[src/shared/drwm_regs.svh]
// constants of the data rom window mapper: data-space map, field layout
// assumes an 8-bit data space and a 12-bit program memory address
//
// Function
// - window 0040h..007Fh returns selected program byte
// - window reaches every program address 0000h..0FFFh
// - program memory is 64 blocks of 64
// - program address is block code above offset
// - select low six bits used, top two reserved
// - select undefined after reset, write first
// - software never reads or modifies select register
// - load select, then offset, then read window
// - keep ram image before writing in interrupts
// - select register at 0C9h, written like ram
`ifndef DRWM_REGS_SVH
`define DRWM_REGS_SVH
`define DRWM_WIN_BASE 8'h40
`define DRWM_WIN_LAST 8'h7F
`define DRWM_SEL_ADDR 8'hC9
`define DRWM_BLK_MSB 5
`define DRWM_OFS_BITS 6
`define DRWM_READ_LAT 1
`endif

[src/shared/drwm_pkg.sv]
// types shared by both ends of the data rom window mapper
// assumes drwm_regs.svh is on the include path
`default_nettype none
package drwm_pkg;
  typedef logic [7:0] drwm_data_t;
  typedef logic [7:0] drwm_daddr_t;
  typedef logic [11:0] drwm_paddr_t;
  typedef enum logic [1:0] {DRWM_IDLE, DRWM_WRSEL, DRWM_RDWIN} drwm_op_t;
endpackage
`default_nettype wire

[src/shared/drwm_if.sv]
// interface joining the core-side bus master and the window mapper
// assumes one clock shared by both ends
`default_nettype none
interface drwm_if;
  logic [7:0] d_addr;
  logic [7:0] d_wdata;
  logic d_we;
  logic d_re;
  logic [7:0] d_rdata;
  logic d_rvalid;
  logic d_hit;
  modport mapper (
    input d_addr, d_wdata, d_we, d_re,
    output d_rdata, d_rvalid, d_hit
  );
  modport core (
    output d_addr, d_wdata, d_we, d_re,
    input d_rdata, d_rvalid, d_hit
  );
endinterface
`default_nettype wire

[src/logic/drwm_mapper.sv]
// device end: block-select register and read-only window decode
// assumes a synchronous program memory read port with one cycle latency
// assumes the core end pulses each bus strobe for one cycle only
`include "drwm_regs.svh"
`default_nettype none
module drwm_mapper
  import drwm_pkg::*;
#(
  parameter int PADDR_W = 12,
  parameter int OFS_W = `DRWM_OFS_BITS,
  parameter int DATA_W = 8
)
(
  input wire logic sys_clk_i,
  input wire logic rst_i,
  // core data-space side
  drwm_if.mapper bus,
  // program memory read port
  output logic [PADDR_W-1:0] pmem_addr_o,
  output logic pmem_re_o,
  input wire logic [DATA_W-1:0] pmem_rdata_i
);

  // window read timing, counted in edges from the one that takes it:
  // edge 0 takes the read, edge 1 pulses the memory, edge 2 sees the
  // byte stand on the memory port, edge 3 hands it to the core
  // a read before the first select write returns an undefined byte

  // ************************************************************
  // sizes
  // ************************************************************
  // a 2K program memory runs with PADDR_W of 11 and ignores select bit 5
  localparam int BLK_W = PADDR_W - OFS_W;
  localparam int SEL_BITS = `DRWM_BLK_MSB + 1;
  localparam int WIN_SPAN = `DRWM_WIN_LAST - `DRWM_WIN_BASE + 1;
  localparam int MEM_LAT = `DRWM_READ_LAT;

  // ************************************************************
  // elaboration checks
  // ************************************************************
  if (DATA_W != 8) begin : g_bad_data
    $error("drwm_mapper: data width must be 8 to match the core bus");
  end

  if ((1 << OFS_W) != WIN_SPAN) begin : g_bad_ofs
    $error("drwm_mapper: offset width must cover the window exactly");
  end

  if (BLK_W < 1 || BLK_W > SEL_BITS) begin : g_bad_blk
    $error("drwm_mapper: block field must fit the select register");
  end

  // the answer stage below is one flop deep behind the memory
  if (MEM_LAT != 1) begin : g_bad_lat
    $error("drwm_mapper: only a one-cycle program memory is served");
  end

  // a select address inside the window would shadow a table byte
  if (`DRWM_SEL_ADDR >= `DRWM_WIN_BASE && `DRWM_SEL_ADDR <= `DRWM_WIN_LAST) begin : g_bad_sel
    $error("drwm_mapper: select register must lie outside the window");
  end

  // ************************************************************
  // helpers
  // ************************************************************
  function automatic logic in_window(input drwm_daddr_t a);
    return (a >= `DRWM_WIN_BASE) && (a <= `DRWM_WIN_LAST);
  endfunction

  function automatic logic addr_is(input drwm_daddr_t a, input drwm_daddr_t target);
    return a == target;
  endfunction

  function automatic logic [BLK_W-1:0] blk_field(input drwm_data_t sel);
    return sel[BLK_W-1:0];
  endfunction

  function automatic logic [OFS_W-1:0] win_offset(input drwm_daddr_t a);
    return a[OFS_W-1:0];
  endfunction

  // ************************************************************
  // state
  // ************************************************************
  // reserved select bits are stored as written but never used
  logic [7:0] blk_sel_reg;
  logic [7:0] blk_sel_next;

  // request to the program memory
  logic [PADDR_W-1:0] pmem_addr_next;
  logic pmem_re_next;

  // answer to the core
  logic rd_pend_reg;
  logic rd_pend_next;
  logic [DATA_W-1:0] rdata_reg;
  logic [DATA_W-1:0] rdata_next;
  logic rvalid_reg;
  logic rvalid_next;
  logic hit_reg;
  logic hit_next;

  // ************************************************************
  // decode
  // ************************************************************
  wire win_hit = in_window(bus.d_addr);
  wire sel_hit = addr_is(bus.d_addr, `DRWM_SEL_ADDR);
  wire sel_wr = bus.d_we && sel_hit;
  wire win_rd = bus.d_re && win_hit;

  // ************************************************************
  // program address
  // ************************************************************
  wire [BLK_W-1:0] blk_code = blk_field(blk_sel_reg);
  wire [OFS_W-1:0] win_ofs = win_offset(bus.d_addr);
  // block code above the offset: 64-byte steps over the whole memory
  wire [PADDR_W-1:0] paddr = {blk_code, win_ofs};

  // ************************************************************
  // next values
  // ************************************************************
  assign blk_sel_next = sel_wr ? bus.d_wdata : blk_sel_reg;
  // held between reads, so the select reaches the pins only through a window read
  assign pmem_addr_next = win_rd ? paddr : pmem_addr_o;
  assign pmem_re_next = win_rd;
  // the memory byte stands one cycle after the read pulse
  assign rd_pend_next = pmem_re_o;
  assign rdata_next = rd_pend_reg ? pmem_rdata_i : {DATA_W{1'b0}};
  assign rvalid_next = rd_pend_reg;
  assign hit_next = rd_pend_reg;

  // ************************************************************
  // select register: no reset on purpose, software writes it first
  // ************************************************************
  always_ff @(posedge sys_clk_i) begin
    blk_sel_reg <= blk_sel_next;
  end

  // ************************************************************
  // program memory request
  // ************************************************************
  always_ff @(posedge sys_clk_i) begin
    if (rst_i) begin
      pmem_addr_o <= {PADDR_W{1'b0}};
    end else begin
      pmem_addr_o <= pmem_addr_next;
    end
  end

  always_ff @(posedge sys_clk_i) begin
    if (rst_i) begin
      pmem_re_o <= 1'b0;
    end else begin
      pmem_re_o <= pmem_re_next;
    end
  end

  // ************************************************************
  // memory answer wait
  // ************************************************************
  always_ff @(posedge sys_clk_i) begin
    if (rst_i) begin
      rd_pend_reg <= 1'b0;
    end else begin
      rd_pend_reg <= rd_pend_next;
    end
  end

  // ************************************************************
  // answer to the core
  // ************************************************************
  always_ff @(posedge sys_clk_i) begin
    if (rst_i) begin
      rdata_reg <= {DATA_W{1'b0}};
    end else begin
      rdata_reg <= rdata_next;
    end
  end

  always_ff @(posedge sys_clk_i) begin
    if (rst_i) begin
      rvalid_reg <= 1'b0;
    end else begin
      rvalid_reg <= rvalid_next;
    end
  end

  always_ff @(posedge sys_clk_i) begin
    if (rst_i) begin
      hit_reg <= 1'b0;
    end else begin
      hit_reg <= hit_next;
    end
  end

  // ************************************************************
  // bus drive
  // ************************************************************
  assign bus.d_rdata = rdata_reg;
  assign bus.d_rvalid = rvalid_reg;
  assign bus.d_hit = hit_reg;
endmodule // drwm_mapper
`default_nettype wire

[src/flat_wrapper.sv]
// flat-port wrapper written by rule: the top's interface ports become plain ports
module drwm_mapper_flat import drwm_pkg::*;
#(
  parameter int PADDR_W = 12,
  parameter int OFS_W = `DRWM_OFS_BITS,
  parameter int DATA_W = 8
)
  (sys_clk_i, rst_i, pmem_addr_o, pmem_re_o, pmem_rdata_i, bus_d_addr, bus_d_wdata, bus_d_we, bus_d_re, bus_d_rdata, bus_d_rvalid, bus_d_hit);
  drwm_if bus_i ();
  input wire logic sys_clk_i;
  input wire logic rst_i;
  output logic [PADDR_W-1:0] pmem_addr_o;
  output logic pmem_re_o;
  input wire logic [DATA_W-1:0] pmem_rdata_i;
  input wire logic [$bits(bus_i.d_addr)-1:0] bus_d_addr;
  input wire logic [$bits(bus_i.d_wdata)-1:0] bus_d_wdata;
  input wire logic [$bits(bus_i.d_we)-1:0] bus_d_we;
  input wire logic [$bits(bus_i.d_re)-1:0] bus_d_re;
  output wire logic [$bits(bus_i.d_rdata)-1:0] bus_d_rdata;
  output wire logic [$bits(bus_i.d_rvalid)-1:0] bus_d_rvalid;
  output wire logic [$bits(bus_i.d_hit)-1:0] bus_d_hit;
  assign bus_i.d_addr = bus_d_addr;
  assign bus_i.d_wdata = bus_d_wdata;
  assign bus_i.d_we = bus_d_we;
  assign bus_i.d_re = bus_d_re;
  assign bus_d_rdata = bus_i.d_rdata;
  assign bus_d_rvalid = bus_i.d_rvalid;
  assign bus_d_hit = bus_i.d_hit;
  drwm_mapper #(.PADDR_W(PADDR_W), .OFS_W(OFS_W), .DATA_W(DATA_W)) u_core (.sys_clk_i(sys_clk_i), .rst_i(rst_i), .bus(bus_i), .pmem_addr_o(pmem_addr_o), .pmem_re_o(pmem_re_o), .pmem_rdata_i(pmem_rdata_i));
endmodule
[config.mk]
export PLATFORM = sky130hd
export DESIGN_NAME = drwm_mapper_flat
export DESIGN_NICKNAME = d
export VERILOG_FILES = /design/src/shared/drwm_pkg.sv /design/src/shared/drwm_if.sv /design/src/logic/drwm_mapper.sv /design/src/flat_wrapper.sv
export VERILOG_INCLUDE_DIRS = /design/src /design/src/shared
export SDC_FILE = /design/constraint.sdc
export NUM_CORES = 1
export LEC_CHECK = 0
export ABC_AREA = 0
export BUFFER_PORTS_ARGS = -buffer_cell sky130_fd_sc_hd__buf_2
export CORE_MARGIN = 5
export CORE_UTILIZATION = 44
export DETAILED_ROUTE_END_ITERATION = 16
export HOLD_SLACK_MARGIN = 0.12
export PLACE_DENSITY = 0.77
export SYNTH_ARGS = -nofsm -noshare
export SYNTH_HDL_FRONTEND = slang
export SYNTH_SLANG_ARGS = --single-unit
export TNS_END_PERCENT = 10
[constraint.sdc]
create_clock -name sys_clk_i -period 1.2 [get_ports sys_clk_i]
set_input_delay 0.18 -clock sys_clk_i [delete_from_list [all_inputs] [get_ports sys_clk_i]]
set_output_delay 0.18 -clock sys_clk_i [all_outputs]
set_load 0.05 [all_outputs]
==> impl_metrics.ini <==
[place]
gp_congestion = 0.7994
io_buffers = 48
placedInstanceArea_sq_um = 1323
dp_hpwl_um = 1622

[global_route]
grt_pass1_wl_um = 3933
grt_antenna_before_repair = 0
first_global_vias = 905
overflow = 0
grt_max_degree = 27
grt_usage_pct = 16.12

[synthesis]
seq_area_frac_synth_pct = 59.95
syn_avg_cell_area_sq_um = 12.42
ys_seq_elements = 29
yosys_warnings = 0
ys_types = 15
synthAdderAreaFrac_pct = 0
synth-xor-area-share_pct = 0
syn_nets = 114
yosys.area_share.simple_pct = 24.00
syn-cell-area_sq_um = 1069
yosys-mux-area-fraction_pct = 11.24
synth_top_family_by_area = simple AND/OR/NAND/NOR gates
synth-compound-area-share_pct = 0
syn_inst = 86

[critical_path]
worstRegToRegCells = 2
cp-endpoint = pmem_addr_o[10]
rrSetupSlack_ns = 0.36
critPathLaunch = u_core.pmem_addr_o[10]$_SDFFE_PP0P_
endpoint_kind = primary output
rr_startpoint = u_core.hit_next$_SDFF_PP0_
arrival_ns = 0.93
crit_family = flip-flops
startpoint_type = flip-flop
path_depth = 1
cp.required_ns = 1.02
path_buf_inv = 1
crit_type = flip-flop to primary output
timing.rr.end = u_core.bus.d_rdata[7]$_SDFF_PP0_
max_stage_delay_ns = 0.35
cp_slowest_cell = dfxtp_1
crit_path_cell_trace = buf_2
critPathMaxFanout = 2

[power_and_ir_drop]
p_sw_mw = 0.4455
pwr-share-seq_pct = 49.3
totalPowerFinal_mw = 2.064
p_per_area_nw_per_um2 = 1304
p_clk_share_pct = 39.8
p_int_mw = 1.618
max-vdd-ir-drop_v = 0.001148
p_leak_nw = 0.7306
switching_share_pct = 21.58
combPwrFrac_pct = 10.9

[drt]
drt_wl_total_um = 2478
drt-initial-drc-count = 5
drtAntennaViolNets = 0
avgRoutedWirePerCell_um = 13.32
num_vias = 829
viasPerCell = 4.457
drc = 0
drt_first_pass_iters = 4

[layout]
largest_register_ffs = 12
syn2layout_area_growth_pct = 48.13
drive_gt1_share_pct = 38.22
stdcell_area_sq_um = 1583
final_nets = 184
utilization_pct = 69.54

[floorplanning]
initial_utilization_pct = 46.95
die_h_um = 59.28
die_x_um = 59.28
core-area_sq_um = 2276
dieArea_sq_um = 3514
row_count = 17
pin_count = 51

[run_status]
status = completed

[sta]
final_hold_viol_count = 0
setup_tns_ns = 0
clock_skew_ns = 0.01047
rsz0062_at_grt = false
fin_crit_sh_pct = 92.79
period_needed_ns = 1.113
tightestPinTransition_ns = 0.2964
max_freq_mhz = 898.1
slew_viol_final = 0
slew_headroom_pct = 80.15
setup_viol = 0

[hold_path]
hold_depth = 3
hold_path_class = input port to flip-flop

[clock_tree]
cts_tree = done
clockBufferDepth = 2
cts_made_buffers = 5
clkTransAtPathRegs_ns = 0.09
cts.sinks = 29
htreeDepth = 2
clkLatencyLatePin_ns = 0.32
cts-root-buf = clkbuf_4

[job]
cap_violations = 0
## layout make-up
| cell class | instances | area [sq um] |
|---|---|---|
| diodes | 1 | 2.502 |
| clock buffers | 7 | 55.05 |
| fillers | 164 | 693.2 |
| flip-flops and latches | 29 | 640.6 |
| repair buffers | 69 | 440.4 |
| multi-input cells | 51 | 379.1 |
| clock inverters | 1 | 30.03 |
| well taps | 28 | 35.03 |
## routing by layer
layer  GRT usage [%]  vias to the layer above  share of wire (%)
li1                -                      420                  -
met1           13.86                      386                 35
met2           29.33                       21                 58
met3           6.318                        2                4.8
met4           11.97                        0                1.6
met5               0                        -                  0
## cells by family after synthesis
family | after synthesis
buffers and inverters | 6
DFF | 29
muxes | 12
and+or+nand+nor | 39
## placed cells by master (no fill, tap or decap)
master          n
edfxtp_1        6
dfxtp_1        23
buf_4           4
and4bb_1        1
buf_2          48
mux2i_1        12
clkbuf_1        1
nand2b_1       24
diode_2         1
nor2b_2         1
and4_1          1
nor3b_1         1
clkbuf_8        1
and3b_1         1
and2_1          8
clkbuf_4        5
bufinv_16       1
dlygate4sd3_1  17
nor2b_1         2
## cells in the mapped netlist
| master | n | area share [%] |
|---|---|---|
| dfxtp_1 | 23 | 43 |
| and4bb_1 | 1 | 1.2 |
| buf_12 | 1 | 1.9 |
| buf_2 | 1 | 0.47 |
| nor2b_1 | 3 | 1.8 |
| and4_1 | 1 | 0.82 |
| clkbuf_1 | 2 | 0.70 |
| nand2b_1 | 24 | 14 |
| and2_1 | 8 | 4.7 |
| nor3b_1 | 1 | 0.70 |
| mux2i_1 | 12 | 11 |
| edfxtp_1 | 6 | 17 |
| buf_6 | 1 | 1.1 |
| and3b_1 | 1 | 0.82 |
| buf_4 | 1 | 0.70 |
## how the worst min path moves through the flow
stage / end / slack (ns) / start
2_1_floorplan: u_core.blk_sel_reg[0]$_DFFE_PP_ / 0.28 / bus_d_wdata[0]
3_3_place_gp: u_core.blk_sel_reg[2]$_DFFE_PP_ / 0.36 / bus_d_wdata[2]
3_5_place_dp: u_core.blk_sel_reg[3]$_DFFE_PP_ / 0.36 / bus_d_wdata[3]
4_1_cts: u_core.pmem_addr_o[2]$_SDFFE_PP0P_ / 0.12 / bus_d_addr[2]
5_1_grt: u_core.pmem_addr_o[5]$_SDFFE_PP0P_ / 0.13 / bus_d_addr[5]
6_report: u_core.pmem_addr_o[0]$_SDFFE_PP0P_ / 0.14 / bus_d_addr[0]
## metrics by stage
| stage | hold slack [ns] | worst slack [ns] | cells |
|---|---|---|---|
| after floorplan | 0.2789 | 0.1257 | 86 |
| after global placement | 0.3568 | 0.03731 | 160 |
| after detailed placement | 0.3587 | 0.02537 | 160 |
| after CTS | 0.1208 | 0.03059 | 184 |
| after global routing | 0.1275 | 0.009727 | 185 |
| final | 0.1357 | 0.08650 | 186 |
## power by group through the flow
stage / Sequential (mW) / Combinational [mW] / Clock [mW]
6_report: 1.02 / 0.225 / 0.822
5_1_grt: 1.02 / 0.243 / 0.887
4_1_cts: 1.02 / 0.220 / 0.845
3_5_place_dp: 1.04 / 0.179 / 0
3_3_place_gp: 1.04 / 0.174 / 0
2_1_floorplan: 1.09 / 0.0608 / 0
## what timing repair did
item,4_1_cts,5_1_grt
gates resized for setup,0,1
setup buffers,0,0
hold endpoints to repair,16,1
endpoints found under the setup margin,0,8
hold buffers,16,1
Note: power is estimated with default switching activity, not from simulation.
